===== src/accel_pm_pkg.sv =====
// Shared constants, register map and state types for the mode and power controller
package accel_pm_pkg;
   localparam int CLK_PERIOD_NS   = 40;
   localparam int POR_MAX_US      = 350;
   localparam int POR_CYCLES      = (POR_MAX_US * 1000) / CLK_PERIOD_NS;
   localparam int RELOAD_US       = 100;
   localparam int RELOAD_CYCLES   = (RELOAD_US * 1000) / CLK_PERIOD_NS;
   localparam int NAP_UNIT_US     = 500;
   localparam int NAP_UNIT_CYCLES = (NAP_UNIT_US * 1000) / CLK_PERIOD_NS;
   localparam int TIMER_W         = 20;
   localparam int SAMPLE_BYTES    = 6;

   localparam logic [5:0] SLAVE_ADDR_HIGH  = 6'h09;
   localparam logic [7:0] REG_DATA_FIRST   = 8'h01;
   localparam logic [7:0] REG_DATA_LAST    = 8'h06;
   localparam logic [7:0] REG_MODE_SLEEP   = 8'h11;
   localparam logic [7:0] REG_SELF_CHECK   = 8'h32;
   localparam logic [7:0] REG_IMAGE_RELOAD = 8'h33;
   localparam logic [7:0] REG_FULL_RESET   = 8'h36;
   localparam logic [7:0] REG_TRIM_IMAGE   = 8'h38;
   localparam logic [7:0] REG_SAMPLE_QUEUE = 8'h3f;

   localparam int MODE_BIT        = 7;
   localparam int NAP_MSB         = 3;
   localparam int SELF_DRIVE_BIT  = 7;
   localparam int SELF_NEG_BIT    = 2;
   localparam int RELOAD_REQ_BIT  = 3;
   localparam int RELOAD_DONE_BIT = 2;

   localparam logic [7:0] FULL_RESET_CODE  = 8'hb6;
   localparam logic [7:0] REG_RESET_VALUE  = 8'h00;
   localparam logic [3:0] NAP_CONTINUOUS   = 4'h0;
   localparam logic [3:0] BYTE_BITS        = 4'h8;

   typedef enum logic [2:0] {
      PM_POR_LOAD = 3'b000,
      PM_STANDBY  = 3'b001,
      PM_RUN      = 3'b010,
      PM_SLEEP    = 3'b011,
      PM_RELOAD   = 3'b100
   } power_state_t;

   typedef enum logic [2:0] {
      BUS_IDLE     = 3'b000,
      BUS_ADDR     = 3'b001,
      BUS_ADDR_ACK = 3'b010,
      BUS_RX       = 3'b011,
      BUS_RX_ACK   = 3'b100,
      BUS_TX       = 3'b101,
      BUS_TX_ACK   = 3'b110
   } bus_state_t;
endpackage


===== src/pin_sync.sv =====
// Three-stage pin synchroniser with agreement filter
`timescale 1ns/1ps
module pin_sync #(
   parameter int         W         = 1,
   parameter logic [W-1:0] RESET_VAL = '0
) (
   input  wire logic         clk,
   input  wire logic         rst,
   input  wire logic [W-1:0] d_in,
   output logic      [W-1:0] q_out
);
   logic [W-1:0] s1_reg;
   logic [W-1:0] s2_reg;
   logic [W-1:0] s3_reg;

   // First stage feeds only the second
   always_ff @(posedge clk) begin
      if (rst) begin
         s1_reg <= RESET_VAL;
         s2_reg <= RESET_VAL;
         s3_reg <= RESET_VAL;
      end else begin
         s1_reg <= d_in;
         s2_reg <= s1_reg;
         s3_reg <= s2_reg;
      end
   end

   // A bit changes only once two stages agree
   always_ff @(posedge clk) begin
      if (rst) begin
         q_out <= RESET_VAL;
      end else begin
         q_out <= (s2_reg & s3_reg) | (q_out & (s2_reg ^ s3_reg));
      end
   end
endmodule


===== src/i2c_reg_slave.sv =====
// Two-wire bus slave with register pointer and auto increment
`timescale 1ns/1ps
module i2c_reg_slave (
   input  wire logic       clk,
   input  wire logic       rst,
   input  wire logic       bus_enable,
   input  wire logic       scl,
   input  wire logic       sda,
   input  wire logic       addr_lsb,
   input  wire logic [7:0] rd_data,
   output logic            sda_low,
   output logic            wr_stb,
   output logic      [7:0] wr_addr,
   output logic      [7:0] wr_data,
   output logic            rd_stb,
   output logic      [7:0] rd_addr
);
   import accel_pm_pkg::*;

   bus_state_t state_reg;
   logic       scl_reg;
   logic       sda_reg;
   logic [7:0] shift_reg;
   logic [7:0] tx_reg;
   logic [7:0] ptr_reg;
   logic [3:0] count_reg;
   logic       rw_reg;
   logic       first_reg;
   logic       nack_reg;
   logic       scl_rise;
   logic       scl_fall;
   logic       start_cond;
   logic       stop_cond;

   always_ff @(posedge clk) begin
      if (rst) begin
         scl_reg <= 1'b1;
         sda_reg <= 1'b1;
      end else begin
         scl_reg <= scl;
         sda_reg <= sda;
      end
   end

   assign scl_rise   = scl & ~scl_reg;
   assign scl_fall   = ~scl & scl_reg;
   assign start_cond = scl & scl_reg & sda_reg & ~sda;
   assign stop_cond  = scl & scl_reg & ~sda_reg & sda;
   assign rd_addr    = ptr_reg;

   always_ff @(posedge clk) begin
      wr_stb <= 1'b0;
      rd_stb <= 1'b0;
      if (rst || !bus_enable) begin
         state_reg <= BUS_IDLE;
         sda_low   <= 1'b0;
         shift_reg <= 8'h00;
         tx_reg    <= 8'h00;
         ptr_reg   <= 8'h00;
         count_reg <= 4'h0;
         rw_reg    <= 1'b0;
         first_reg <= 1'b0;
         nack_reg  <= 1'b1;
         wr_addr   <= 8'h00;
         wr_data   <= 8'h00;
      end else if (start_cond) begin
         state_reg <= BUS_ADDR;
         count_reg <= 4'h0;
         sda_low   <= 1'b0;
      end else if (stop_cond) begin
         state_reg <= BUS_IDLE;
         sda_low   <= 1'b0;
      end else if (scl_rise) begin
         case (state_reg)
            BUS_ADDR, BUS_RX: begin
               shift_reg <= {shift_reg[6:0], sda};
               count_reg <= count_reg + 4'h1;
            end
            BUS_TX: begin
               count_reg <= count_reg + 4'h1;
            end
            BUS_TX_ACK: begin
               nack_reg <= sda;
               if (!sda) begin
                  ptr_reg <= ptr_reg + 8'h01;
               end
            end
            default: begin
            end
         endcase
      end else if (scl_fall) begin
         case (state_reg)
            BUS_ADDR: begin
               if (count_reg == BYTE_BITS) begin
                  count_reg <= 4'h0;
                  if (shift_reg[7:1] == {SLAVE_ADDR_HIGH, addr_lsb}) begin
                     sda_low   <= 1'b1;
                     rw_reg    <= shift_reg[0];
                     first_reg <= 1'b1;
                     state_reg <= BUS_ADDR_ACK;
                  end else begin
                     state_reg <= BUS_IDLE;
                  end
               end
            end
            BUS_ADDR_ACK: begin
               count_reg <= 4'h0;
               if (rw_reg) begin
                  tx_reg    <= rd_data;
                  rd_stb    <= 1'b1;
                  sda_low   <= ~rd_data[7];
                  state_reg <= BUS_TX;
               end else begin
                  sda_low   <= 1'b0;
                  state_reg <= BUS_RX;
               end
            end
            BUS_RX: begin
               if (count_reg == BYTE_BITS) begin
                  count_reg <= 4'h0;
                  sda_low   <= 1'b1;
                  first_reg <= 1'b0;
                  state_reg <= BUS_RX_ACK;
                  if (first_reg) begin
                     ptr_reg <= shift_reg;
                  end else begin
                     wr_stb  <= 1'b1;
                     wr_addr <= ptr_reg;
                     wr_data <= shift_reg;
                     ptr_reg <= ptr_reg + 8'h01;
                  end
               end
            end
            BUS_RX_ACK: begin
               sda_low   <= 1'b0;
               state_reg <= BUS_RX;
            end
            BUS_TX: begin
               if (count_reg == BYTE_BITS) begin
                  sda_low   <= 1'b0;
                  state_reg <= BUS_TX_ACK;
               end else begin
                  tx_reg  <= {tx_reg[6:0], 1'b0};
                  sda_low <= ~tx_reg[6];
               end
            end
            BUS_TX_ACK: begin
               count_reg <= 4'h0;
               if (nack_reg) begin
                  state_reg <= BUS_IDLE;
               end else begin
                  tx_reg    <= rd_data;
                  rd_stb    <= 1'b1;
                  sda_low   <= ~rd_data[7];
                  state_reg <= BUS_TX;
               end
            end
            default: begin
               state_reg <= BUS_IDLE;
            end
         endcase
      end
   end
endmodule


===== src/accel_mode_power_control.sv =====
// Mode, power state and image reload control with its register file
// Functional notes
// - Reset clears all registers to defaults, then the core settles in standby.
// - Power-on reset with trim transfer ends within 350 us, then bus accepted.
// - Bus address is 001001 followed by the address select pin level.
// - Slave runs at 100 kHz and 400 kHz; the host model clocks one bit per 8 system cycles, far faster.
// - Bit 7 of 0x11 picks active (one) or standby (zero).
// - Standby powers down the signal chain but keeps the bus usable.
// - Writing 0xB6 to 0x36 restores defaults and enters standby from any mode.
// - Run state converts and stores results in 0x01 to 0x06 and 0x3F.
// - After each conversion a sleep set by 0x11 bits 3:0 follows.
// - Sleep field of zero gives back-to-back continuous conversion.
// - Sleep state turns off the whole conditioning chain.
// - In active mode 0x32 bit 7 applies self-check force, bit 2 negates it.
// - Writing 0x33 bit 3 in active mode reloads only the image register.
// - Ready flag 0x33 bit 2 is low during reload; request self-clears after.
// - A request written in standby waits until active mode is entered.
// - Reload lasts about 100 us, then the core goes to standby.
// - All logic runs on the internal clock, never driven out.
`timescale 1ns/1ps
module accel_mode_power_control #(
   parameter int POR_WAIT_CYCLES = accel_pm_pkg::POR_CYCLES,
   parameter int NAP_UNIT        = accel_pm_pkg::NAP_UNIT_CYCLES
) (
   input  wire logic                       CLK,
   input  wire logic                       RST,
   input  wire logic                       SCL_PIN,
   input  wire logic                       SDA_PIN_IN,
   output logic                            SDA_PIN_OUT,
   output logic                            SDA_PIN_OE_N,
   input  wire logic                       ADDRESS_LOW_SELECT,
   input  wire logic                       CONV_DONE,
   input  wire logic [8*accel_pm_pkg::SAMPLE_BYTES-1:0] SAMPLE_DATA,
   input  wire logic [7:0]                 TRIM_STORE,
   output logic                            ANALOG_ON,
   output logic                            CONV_START,
   output logic                            SELF_CHECK_DRIVE,
   output logic                            SELF_CHECK_NEGATIVE,
   output logic                            ACTIVE_MODE,
   output logic [7:0]                      TRIM_IMAGE
);
   import accel_pm_pkg::*;

   power_state_t state_reg;
   logic [TIMER_W-1:0] timer_reg;
   logic [7:0]  mode_sleep_reg;
   logic [7:0]  self_check_reg;
   logic        reload_req_reg;
   logic        reload_done_reg;
   logic        por_done_reg;
   logic [7:0]  sample_reg [SAMPLE_BYTES];
   logic [2:0]  queue_idx_reg;
   logic [2:0]  scl_sda_addr;
   logic        scl_s;
   logic        sda_s;
   logic        addr_s;
   logic        sda_low;
   logic        wr_stb;
   logic [7:0]  wr_addr;
   logic [7:0]  wr_data;
   logic        rd_stb;
   logic [7:0]  rd_addr;
   logic [7:0]  rd_data;
   logic        full_reset;
   logic        timer_zero;
   logic        reload_finish;
   logic        por_finish;
   logic        mode_active;
   logic [3:0]  nap_length_field;
   logic        reload_req_write;

   // Pins arrive from the host's domain
   pin_sync #(
      .W         (3),
      .RESET_VAL (3'h7)
   ) u_pin_sync (
      .clk   (CLK),
      .rst   (RST),
      .d_in  ({SCL_PIN, SDA_PIN_IN, ADDRESS_LOW_SELECT}),
      .q_out (scl_sda_addr)
   );

   assign scl_s  = scl_sda_addr[2];
   assign sda_s  = scl_sda_addr[1];
   assign addr_s = scl_sda_addr[0];

   // Filtered edges leave ample margin at 400 kHz
   i2c_reg_slave u_slave (
      .clk        (CLK),
      .rst        (RST),
      .bus_enable (por_done_reg),
      .scl        (scl_s),
      .sda        (sda_s),
      .addr_lsb   (addr_s),
      .rd_data    (rd_data),
      .sda_low    (sda_low),
      .wr_stb     (wr_stb),
      .wr_addr    (wr_addr),
      .wr_data    (wr_data),
      .rd_stb     (rd_stb),
      .rd_addr    (rd_addr)
   );

   // Open drain: only ever pulls low; the clock pin is input only
   assign SDA_PIN_OUT  = 1'b0;
   assign SDA_PIN_OE_N = ~sda_low;

   assign mode_active      = mode_sleep_reg[MODE_BIT];
   assign nap_length_field = mode_sleep_reg[NAP_MSB:0];
   assign timer_zero       = (timer_reg == '0);
   assign por_finish       = (state_reg == PM_POR_LOAD) && timer_zero;
   assign reload_finish    = (state_reg == PM_RELOAD) && timer_zero;
   assign full_reset       = wr_stb && (wr_addr == REG_FULL_RESET) && (wr_data == FULL_RESET_CODE);
   assign reload_req_write = wr_stb && (wr_addr == REG_IMAGE_RELOAD);

   // Power state sequencing
   always_ff @(posedge CLK) begin
      CONV_START <= 1'b0;
      if (RST) begin
         state_reg <= PM_POR_LOAD;
         timer_reg <= TIMER_W'(POR_WAIT_CYCLES - 1);
      end else if (state_reg == PM_POR_LOAD) begin
         if (timer_zero) begin
            state_reg <= PM_STANDBY;
         end else begin
            timer_reg <= timer_reg - 1'b1;
         end
      end else if (full_reset) begin
         state_reg <= PM_STANDBY;
      end else begin
         case (state_reg)
            PM_STANDBY: begin
               if (mode_active) begin
                  if (reload_req_reg) begin
                     state_reg <= PM_RELOAD;
                     timer_reg <= TIMER_W'(RELOAD_CYCLES - 1);
                  end else begin
                     state_reg  <= PM_RUN;
                     CONV_START <= 1'b1;
                  end
               end
            end
            PM_RUN: begin
               if (!mode_active) begin
                  state_reg <= PM_STANDBY;
               end else if (reload_req_reg) begin
                  state_reg <= PM_RELOAD;
                  timer_reg <= TIMER_W'(RELOAD_CYCLES - 1);
               end else if (CONV_DONE) begin
                  if (nap_length_field == NAP_CONTINUOUS) begin
                     CONV_START <= 1'b1;
                  end else begin
                     state_reg <= PM_SLEEP;
                     timer_reg <= TIMER_W'(int'(nap_length_field) * NAP_UNIT - 1);
                  end
               end
            end
            PM_SLEEP: begin
               if (!mode_active) begin
                  state_reg <= PM_STANDBY;
               end else if (reload_req_reg) begin
                  state_reg <= PM_RELOAD;
                  timer_reg <= TIMER_W'(RELOAD_CYCLES - 1);
               end else if (timer_zero) begin
                  state_reg  <= PM_RUN;
                  CONV_START <= 1'b1;
               end else begin
                  timer_reg <= timer_reg - 1'b1;
               end
            end
            PM_RELOAD: begin
               if (timer_zero) begin
                  state_reg <= PM_STANDBY;
               end else begin
                  timer_reg <= timer_reg - 1'b1;
               end
            end
            default: begin
               state_reg <= PM_STANDBY;
            end
         endcase
      end
   end

   // Bus stays deaf until trim transfer completes
   always_ff @(posedge CLK) begin
      if (RST) begin
         por_done_reg <= 1'b0;
      end else if (por_finish) begin
         por_done_reg <= 1'b1;
      end
   end

   // Mode and sleep control
   always_ff @(posedge CLK) begin
      if (RST || full_reset) begin
         mode_sleep_reg <= REG_RESET_VALUE;
      end else if (wr_stb && wr_addr == REG_MODE_SLEEP) begin
         mode_sleep_reg <= wr_data;
      end else if (reload_finish) begin
         mode_sleep_reg[MODE_BIT] <= 1'b0;
      end
   end

   // Self-check control
   always_ff @(posedge CLK) begin
      if (RST || full_reset) begin
         self_check_reg <= REG_RESET_VALUE;
      end else if (wr_stb && wr_addr == REG_SELF_CHECK) begin
         self_check_reg <= wr_data;
      end
   end

   // Request: a software set in the finishing cycle wins over the self-clear
   always_ff @(posedge CLK) begin
      if (RST || full_reset) begin
         reload_req_reg <= 1'b0;
      end else if (reload_req_write) begin
         reload_req_reg <= wr_data[RELOAD_REQ_BIT];
      end else if (reload_finish) begin
         reload_req_reg <= 1'b0;
      end
   end

   // Ready flag and image register
   always_ff @(posedge CLK) begin
      if (RST) begin
         reload_done_reg <= 1'b0;
         TRIM_IMAGE      <= REG_RESET_VALUE;
      end else if (por_finish || reload_finish) begin
         reload_done_reg <= 1'b1;
         TRIM_IMAGE      <= TRIM_STORE;
      end else if (state_reg == PM_RELOAD) begin
         reload_done_reg <= 1'b0;
      end
   end

   // Results captured only while converting
   always_ff @(posedge CLK) begin
      if (RST || full_reset) begin
         for (int i = 0; i < SAMPLE_BYTES; i++) begin
            sample_reg[i] <= REG_RESET_VALUE;
         end
      end else if (state_reg == PM_RUN && CONV_DONE) begin
         for (int i = 0; i < SAMPLE_BYTES; i++) begin
            sample_reg[i] <= SAMPLE_DATA[8*i +: 8];
         end
      end
   end

   // Queue port walks the latest sample; no deeper storage kept
   always_ff @(posedge CLK) begin
      if (RST || full_reset) begin
         queue_idx_reg <= 3'h0;
      end else if (state_reg == PM_RUN && CONV_DONE) begin
         queue_idx_reg <= 3'h0;
      end else if (rd_stb && rd_addr == REG_SAMPLE_QUEUE) begin
         if (queue_idx_reg == 3'(SAMPLE_BYTES - 1)) begin
            queue_idx_reg <= 3'h0;
         end else begin
            queue_idx_reg <= queue_idx_reg + 3'h1;
         end
      end
   end

   // Register read mux
   always_comb begin
      rd_data = REG_RESET_VALUE;
      if (rd_addr >= REG_DATA_FIRST && rd_addr <= REG_DATA_LAST) begin
         rd_data = sample_reg[3'(rd_addr - REG_DATA_FIRST)];
      end else begin
         case (rd_addr)
            REG_MODE_SLEEP:   rd_data = mode_sleep_reg;
            REG_SELF_CHECK:   rd_data = self_check_reg;
            REG_IMAGE_RELOAD: begin
               rd_data[RELOAD_REQ_BIT]  = reload_req_reg;
               rd_data[RELOAD_DONE_BIT] = reload_done_reg;
            end
            REG_TRIM_IMAGE:   rd_data = TRIM_IMAGE;
            REG_SAMPLE_QUEUE: rd_data = sample_reg[queue_idx_reg];
            default:          rd_data = REG_RESET_VALUE;
         endcase
      end
   end

   // Chain powered only in run; sleep and standby keep it off
   assign ANALOG_ON           = (state_reg == PM_RUN);
   assign ACTIVE_MODE         = (state_reg == PM_RUN) || (state_reg == PM_SLEEP);
   assign SELF_CHECK_DRIVE    = ACTIVE_MODE && self_check_reg[SELF_DRIVE_BIT];
   assign SELF_CHECK_NEGATIVE = ACTIVE_MODE && self_check_reg[SELF_DRIVE_BIT]
                                && self_check_reg[SELF_NEG_BIT];
endmodule


===== config.mk =====
export PLATFORM = sky130hd
export DESIGN_NAME = accel_mode_power_control
export DESIGN_NICKNAME = d
export VERILOG_FILES = /design/src/accel_pm_pkg.sv /design/src/pin_sync.sv /design/src/i2c_reg_slave.sv /design/src/accel_mode_power_control.sv
export SDC_FILE = /design/constraint.sdc
export NUM_CORES = 1
export LEC_CHECK = 0
export BUFFER_PORTS_ARGS = -buffer_cell sky130_fd_sc_hd__buf_2
export CELL_PAD_IN_SITES_DETAIL_PLACEMENT = 0
export CELL_PAD_IN_SITES_GLOBAL_PLACEMENT = 1
export CORE_AREA = 10 10 139 173
export DETAILED_ROUTE_END_ITERATION = 6
export DIE_AREA = 0 0 149 183
export GPL_ROUTABILITY_DRIVEN = 0
export HOLD_SLACK_MARGIN = 0.02
export PLACE_DENSITY_LB_ADDON = 0.1
export RECOVER_POWER = 100
export SKIP_CTS_REPAIR_TIMING = 1
export SYNTH_ARGS = -nofsm -noshare
export SYNTH_HDL_FRONTEND = slang
export SYNTH_SLANG_ARGS = --single-unit

===== constraint.sdc =====
create_clock -name CLK -period 4.5 [get_ports CLK]
set_input_delay 0.675 -clock CLK [delete_from_list [all_inputs] [get_ports CLK]]
set_output_delay 0.675 -clock CLK [all_outputs]
set_load 0.01 [all_outputs]

# == After elaboration in Yosys (flattened, before gate mapping) ==
# Memories as Yosys holds them, arrays and structs flattened. A register that Yosys moved wholly into a read port is not among the register bits.
# Index checks and enable logic that the tools add are counted.
# totals
register_bits,120
ramBits,48
in_bits,62
output_inout_bits,15
wordCells,273
mem_count,1
# op_classes
n_addsub,6
multipliers,1
magnitude_cmp,2
eq_ne,49
mux,98
bitwise_logic,31
reduce_logical,54
# mem_list
name,words,word_bits,read_ports,rd_clocked_by_memory_dff,write_ports,line_no,text
sample_reg,6,8,2,1,6,accel_mode_power_control.sv:51,logic [7:0] sample_reg [SAMPLE_BYTES];
# op_table
cell,n
20-bit two-way mux,11
8-bit two-way mux,14
20-bit one-hot mux with 4 select lines,1
3-bit two-way mux,20
8-bit by 6-bit equality test with 1-bit output (second input constant),7
1-bit two-way mux,33
7-bit AND reduction,4
8-bit AND reduction,3
7-bit two-way mux,3
7-bit one-hot mux with 3 select lines,1
20-bit logical NOT,1
20-bit by 1-bit subtractor with 20-bit output (second input constant),1
18-bit by 1-bit subtractor with 19-bit output (second input constant),1
3-bit one-hot mux with 6 select lines,1
8-bit by 5-bit equality test with 1-bit output (second input constant),2
4-bit by 12-bit multiplier with 16-bit output (second input constant),1
4-bit two-way mux,4
4-bit one-hot mux with 4 select lines,1
3-bit equality test (second input constant),5
5-bit AND reduction,3
1-bit NOT,14
2-bit nonzero test,7
3-bit by 2-bit equality test with 1-bit output (second input constant),4
1-bit logical AND,12
44 further kinds,87

# == Logic depth before layout (Yosys ltp) ==
# Gate-level depths: netlist (run 1).
# depth
depth_word,9
ltp_mapped,13
mapped_depth_nobuf,12

# == By module ==
# A second synthesis (run 1) with hierarchy kept.
# unflattened
hier_cells,1101
area_unflattened_um2,10019.6
# modules_own_cells
module,instances,cells_each,area_each_um2,seq_area_each_um2
accel_mode_power_control,1,744,6839.1,2582.5
i2c_reg_slave,1,329,2806.4,1081.0
pin_sync,1,28,374.1,240.2

# == Worst setup path after synthesis (run 1) ==
# Ideal clock, no wire load.
# synth_path
kind,register to register
startpoint,register mode_sleep_reg[1]
endpoint,register timer_reg[15]
setup_time_ps,64
arrival_ps,3076
required_time_ps,4436
slack_ps,1360
path_stages_with_launch,14
n_path_buf,1
synth_period_minus_slack_ps,3140
path_cell_list,dfxtp_1 ha_1 xor2_1 ha_1 a21o_1 ha_1 clkbuf_1 and2_1 a21oi_1 o311a_1 nor4_2 nand4b_1 or4_1 nand3_1
# synth_via
elab_chain_len,9
word_cells_on_any_way,12
classes_between,add/sub (1); mul (1); eq/ne (1); mux (7); reduce/logical (2)
# synth_rtl
item,line_no,text
from (decl),accel_mode_power_control.sv:46,logic [7:0] mode_sleep_reg;
from (signal assigned),accel_mode_power_control.sv:199,mode_sleep_reg <= wr_data;
4-bit by 12-bit multiplier with 16-bit output,accel_mode_power_control.sv:154,timer_reg <= TIMER_W'(int'(nap_length_field) * NAP_UNIT - 1);
18-bit by 1-bit subtractor with 19-bit output,accel_mode_power_control.sv:154,
20-bit two-way mux,accel_mode_power_control.sv:150,if (nap_length_field == NAP_CONTINUOUS) begin
20-bit two-way mux,accel_mode_power_control.sv:149,end else if (CONV_DONE) begin
20-bit two-way mux,accel_mode_power_control.sv:146,end else if (reload_req_reg) begin
20-bit two-way mux,accel_mode_power_control.sv:144,if (!mode_active) begin
20-bit one-hot mux with 4 select lines,accel_mode_power_control.sv:131,case (state_reg)
20-bit two-way mux,accel_mode_power_control.sv:128,end else if (full_reset) begin
20-bit two-way mux,accel_mode_power_control.sv:122,end else if (state_reg == PM_POR_LOAD) begin
to (signal assigned),accel_mode_power_control.sv:121,timer_reg <= TIMER_W'(POR_WAIT_CYCLES - 1);
to (signal assigned),accel_mode_power_control.sv:126,timer_reg <= timer_reg - 1'b1;
to (signal assigned),accel_mode_power_control.sv:148,timer_reg <= TIMER_W'(RELOAD_CYCLES - 1);
to (decl),accel_mode_power_control.sv:45,logic [TIMER_W-1:0] timer_reg;
# Several ways; a longest one is shown, not always the timed one. The select of a mux whose other input is x is not followed.
# A chain may end at the register's enable or synchronous reset.

==> key figures, run 1 <==
Timing
  – Tmin final: 3.74 ns
  – Max Slew Vio Count: around 140
  – Tcrit/Tclk final: a little over four fifths
  – Number of hold violations in the final report: 0
  – Relative slew slack: -41.5%
  – Clk_skew: 0.0162 ns
  – Max Clk Rate: approximately 270 MHz
  – Finish-stage setup viols: 0
  – Hold Slack: 0.418 ns
  – Setup TNS Final: 0 ns
  – Worst Tran Pin Value: 2.11 ns
  – RSZ-0062 raised after global routing: false

Synthesis
  – Commonest cells in the netlist: nor2_1, dfxtp_1, nand2_1
  – Yosys warns: 0
  – Part of the Yosys area used for sequential elements: between 40% and 50%
  – Leading area contributor after synthesis: dfxtp_1
  – Post-synth net total: 1161
  – Synth Cell Area: ~9600 um2
  – Cells after synthesis: ~1100
  – Main synth FF type: dfxtp_1
  – Most common cell in the netlist: nor2_1
  – #FFs+latches synth: 171
  – Synth top area share: 25.6%
  – Post-synth ARST share: 0%
  – Distinct cells, synth: 74
  – Area contributors post-synth: dfxtp_1, edfxtp_1, mux2i_1, nor2_1, ha_1
  – Post-synth EDFFs: 48
  – Post-Syn Area per Cell: 9.05 um2

Layout
  – ANT cells: 0
  – Nets@finish: 1197
  – Final core utilization: 51.7%
  – FILL cells: 2000
  – Area Overhead vs Synth: 11.2%
  – Reg area: 3900 um2
  – Largest register FFs: 48
  – Multi-input gate area: 5320 um2
  – Fraction of layout cells with a size suffix above 1: 12.3%

Worst setup path
  – Worst Setup End Kind: flop
  – Worst Path Arrival: approximately 4 ns
  – CP required: 4.65 ns
  – Startpoint Class: flop
  – Critical path class: reg2reg
  – Crit path max fanout: 41

Route
  – Final ANT Viol Nets: 0
  – DR iter-0 viols: roughly 440
  – Via density: 5.62
  – Post-route DRC: 0
  – Routed WL per cell: 18.0 um
  – Drt total wl: between 20000 and 25000 um
  – Routed vias: 7790
  – Initial DRT Pass Iterations: 4

Floorplanning
  – Die area: 27300 um2
  – Die Ht: around 180 um
  – Initial Util: 46.5%
  – Core area: 20700 um2
  – IO Count: 77
  – Overall die width: between 100 and 150 um
  – FP Rows: roughly 60

CTS
  – TritonCTS clock tree: done
  – Clock root buffer: clkbuf_16
  – Clock buffer depth: 2
  – Clock Sinks: 171
  – TritonCTS Buffers: 17
  – Worst-Skew Late Latency: 0.44 ns
  – Clock transition at the registers of the reported paths: roughly 0.08 ns
  – # H-tree levels: 4

Run
  – Max-cap check violation count: 3

GRT
  – Vias in the first global route: 7661
  – Most Used Layer, Global Route: met2
  – Tot GR Track Use: 18.4%
  – Initial antenna violation count: 0
  – Met3 Track Usage GR: 3.74%
  – First-pass GRT wire length: just over 40000 um
  – Met2 GRT Util: 30.5%
  – Met1 Use GR: 23.5%
  – Gr ovfl total: 0
  – Largest net degree at the start of global routing: between 40 and 50

Worst hold path
  – Worst Hold Class: reg2reg

Power and ir drop
  – Maximum vdd drop: 278 uV
  – Static leakage: 3.95 nW
  – PwrDens: 300 nW/um2

Place
  – PortBufs: 75
  – HPWL Detailed: 18500 um

Status
  – Violated checks: capacitance limit, slew limit
  – Run status: complete, but fails checks
## logic make-up after synthesis
group,Yosys count,synth area share [%]
AND/OR/NAND/NOR,419,22.2
multiplexers,85,10.9
XOR/XNOR,26,2.37
AO/OA/AOI/OAI,228,15.0
other,1,0.0390
flip-flops,171,40.6
adder cells (fa/ha/maj),37,4.79
buffers and inverters,96,4.09
## through the flow
step                      power [mW]  setup slack, ns  instances  cell area (um2)
final                           3.21            0.756       1386            10700
after CTS                       3.25            0.995       1386            10700
after global routing            3.32            0.476       1386            10700
after detailed placement        1.77             1.02       1354            10100
after floorplan                 1.72             1.36       1063             9620
after global placement          1.76             1.08       1354            10100
## final timing paths
check / start / to / slack, ns / cells after the start
setup reg to reg: u_slave.wr_addr[7]$_SDFFE_PP0P_ / sample_reg[4][0]$_SDFFCE_PN0P_ / 0.76 / 5
hold reg to reg: u_pin_sync.s1_reg[0]$_SDFF_PP1_ / u_pin_sync.s2_reg[0]$_SDFF_PP1_ / 0.42 / 1
setup / recovery: u_slave.wr_addr[7]$_SDFFE_PP0P_ / sample_reg[4][0]$_SDFFCE_PN0P_ / 0.76 / 5
hold / removal: u_pin_sync.s1_reg[0]$_SDFF_PP1_ / u_pin_sync.s2_reg[0]$_SDFF_PP1_ / 0.42 / 1
## per-layer routing
layer / routed length (um) / share of wire (%)
met5: 0 / 0
met3: 1050 / 4.2
met2: 12100 / 48
met4: 350 / 1.4
met1: 11500 / 46
## critical path, stage by stage (launching register included)
cell and delay [ns]:
dfxtp_1 0.31, nor4b_1 0.36, nand2_1 0.20, or4_1 0.72, nand3_1 1.44, buf_4 0.39
## power by group
group / switching (mW) / total, mW / internal (mW) / leakage (nW)
Sequential: 0.0209 / 1.63 / 1.61 / 1.45
Combinational: 0.0510 / 0.0997 / 0.0487 / 2.22
Clock: 0.732 / 1.48 / 0.750 / 0.290
## cells in the final DEF, fill, tap and decap left out, types with 21 or more instances in the layout
cell and instances:
nand3_1 21, buf_2 61, o21ai_0 58, nand2_1 89
dfxtp_1 123, and2_0 35, ha_1 36, nor2_1 127
a21oi_1 64, mux2i_1 69, inv_1 24, edfxtp_1 48
nor3_1 26
## cell type report
type,count,share of cell area [%]
repair buffers,88,4.08
well taps,274,3.21
multi-input cells,796,49.7
clock buffers,17,3.98
clock inverters,15,1.63
flip-flops and latches,171,36.5
inverters,25,0.878
No activity file was read; power rests on OpenSTA's default activity.
==> run 2, diff against run 1 <==
- CORE_AREA: 10 10 139 173 -> 10 10 147 183
- DIE_AREA: 0 0 149 183 -> 0 0 157 193
- clock period: 4.5 -> 3.3 ns (I/O delays scaled with it)
==> key figures, run 2 (synthesis results as in run 1) <==
Layout
  – Nets@finish: 1223
  – Largest register FFs: 48
  – Leading cell type in the layout, fill and taps excluded: nor2_1
  – FILL cells: 2248
  – Fraction of layout cells with a size suffix above 1: 15.1%
  – Area Overhead vs Synth: 13.7%
  – Final cell count without fillers: 1431
  – Commonest cells after routing, fill and taps aside: nor2_1, dfxtp_1, nand2_1

Timing
  – Max Clk Rate: 320 MHz
  – Post-route setup slack: 0.171 ns
  – Max Slew Vio Count: 0
  – Tmin final: 3.13 ns
  – RSZ-0062 raised after global routing: false
  – Clk_skew: 0.0139 ns
  – Worst Tran Pin Value: 0.984 ns
  – Number of hold violations in the final report: 0
  – Setup TNS Final: 0 ns
  – Relative slew slack: 32.7%
  – Finish-stage setup viols: 0
  – Tcrit/Tclk final: 94.8%

Route
  – Drt total wl: 25700 um
  – Post-route DRC: 0
  – Initial DRT Pass Iterations: 5
  – Final ANT Viol Nets: 0
  – Routed WL per cell: roughly 18 um
  – Routed vias: between 7000 and 8000
  – Via density: roughly 5.5
  – DR iter-0 viols: 468

Floorplanning
  – IO Count: 77
  – Initial Util: 41.1%
  – Core area: 23400 um2
  – Overall die width: 157 um
  – Die Ht: approximately 190 um
  – Die area: 30300 um2
  – FP Rows: 63

CTS
  – Clock Sinks: 171
  – Clock buffer depth: 2
  – Clock transition at the registers of the reported paths: 0.08 ns
  – # H-tree levels: 4
  – TritonCTS Buffers: 17
  – Clock root buffer: clkbuf_16
  – Worst-Skew Late Latency: 0.44 ns
  – TritonCTS clock tree: done

Power and ir drop
  – Part of the power in the clock network: roughly 46%
  – Maximum vdd drop: 363 uV
  – Net Switching: 1.04 mW
  – Design Power: 4.37 mW
  – Combinational Power Share: 3.3%
  – P_int: 3.33 mW
  – Static leakage: 4.09 nW
  – Sw frac: 23.8%
  – Sequential Power Share: around half
  – PwrDens: 400 nW/um2

GRT
  – Largest net degree at the start of global routing: 52
  – Initial antenna violation count: 0
  – Gr ovfl total: 0
  – First-pass GRT wire length: 41900 um
  – Vias in the first global route: 7827
  – Tot GR Track Use: 17.3%

Worst setup path
  – Cell count of the worst reg-to-reg path: 13
  – Worst Path Buf+Inv: 1
  – CP most frequent cell: ha_1
  – CP top delay family: simple AND/OR/NAND/NOR gates
  – Worst Path Arrival: 3.52 ns
  – Crit. path cell count: 13
  – CP required: about 3.7 ns
  – Worst Setup End Kind: flop
  – CP max stage cell: or4_1
  – Crit path max fanout: 7
  – Worst path max stage delay: 0.40 ns
  – CP Cell Sequence: ha_1 -> xor2_1 -> ha_1 -> a21o_1 -> ha_2 -> and2_1 -> a21oi_1 -> o311a_1 -> nor4_2 -> buf_4 -> nand4b_1 -> or4_1 -> nand3_1
  – Startpoint Class: flop
  – Critical path class: reg2reg

Status
  – Run status: complete, no violations

Worst hold path
  – Hold Path Stages: 2
  – Worst Hold Class: in2reg

Run
  – Max-cap check violation count: 0

Place
  – Placed cells: 1398
  – HPWL Detailed: 19100 um
  – Setup WS pre-CTS: roughly 0.093 ns
  – PortBufs: 75
## run 2: cell count changes in the layout (fill, tap and decap cells not counted), sizes merged
| cell | delta |
|---|---|
| clkinv | -5 |
| clkbuf | +4 |
| buf | +22 |
| clkinvlp | +2 |
| diode | +1 |
| bufinv | +1 |
| inv | +2 |
## run 2: final timing paths
| check | startpoint | endpoint | slack (ns) |
|---|---|---|---|
| setup / recovery | mode_sleep_reg[1]$_SDFFE_PP0P_ | timer_reg[15]$_SDFFE_PP0P_ | 0.17 |
| hold / removal | SDA_PIN_IN | u_pin_sync.s1_reg[1]$_SDFF_PP1_ | 0.24 |
| setup reg to reg | mode_sleep_reg[1]$_SDFFE_PP0P_ | timer_reg[15]$_SDFFE_PP0P_ | 0.17 |
| hold reg to reg | u_pin_sync.s1_reg[2]$_SDFF_PP1_ | u_pin_sync.s2_reg[2]$_SDFF_PP1_ | 0.42 |
## run 2: power groups by stage
stage / Combinational, mW / Sequential [mW] / Clock, mW
after global routing: 0.162 / 2.22 / 2.15
after detailed placement: 0.148 / 2.27 / 0
after CTS: 0.149 / 2.22 / 2.05
final: 0.144 / 2.22 / 2.01
after floorplan: 0.0867 / 2.26 / 0
after global placement: 0.148 / 2.26 / 0
## run 2: final cells by class
class	count	area, um2	area share, %
Tap cell	292	365	3.34
Antenna cell	1	2.50	0.0229
Inverter	25	93.8	0.858
Multi-Input combinational cell	796	5370	49.1
Clock inverter	15	153	1.40
Timing Repair Buffer	114	621	5.68
Clock buffer	17	425	3.89
Sequential cell	171	3910	35.7
## run 2: worst register-to-register path: cells and delay by family, from the launching register on
kind / cells / cell delay (ns)
XOR/XNOR: 1 / 0.15
adder cells (fa/ha/maj): 3 / 0.80
AND/OR/NAND/NOR: 5 / 1.05
flip-flops: 1 / 0.35
buffers and inverters: 1 / 0.17
AO/OA/AOI/OAI: 3 / 0.57
## run 2: layer usage
| layer | share of wire, % | global-route usage, % | vias up |
|---|---|---|---|
| met3 | 4.0 | 3.40 | 14 |
| met5 | 0 | 0 | - |
| met4 | 1.1 | 4.91 | 0 |
| met1 | 46 | 21.6 | 3686 |
| li1 | - | - | 3981 |
| met2 | 49 | 29.7 | 166 |
## run 2: through the flow
| step | hold WS, ns | cell area [um2] | util [%] |
|---|---|---|---|
| 3_5_place_dp | 0.401 | 10400 | 44.3 |
| 3_3_place_gp | 0.399 | 10400 | 44.3 |
| 4_1_cts | 0.224 | 11000 | 46.8 |
| 2_1_floorplan | 0.389 | 9620 | - |
| 5_1_grt | 0.225 | 10900 | 46.7 |
| 6_report | 0.242 | 10900 | 46.7 |
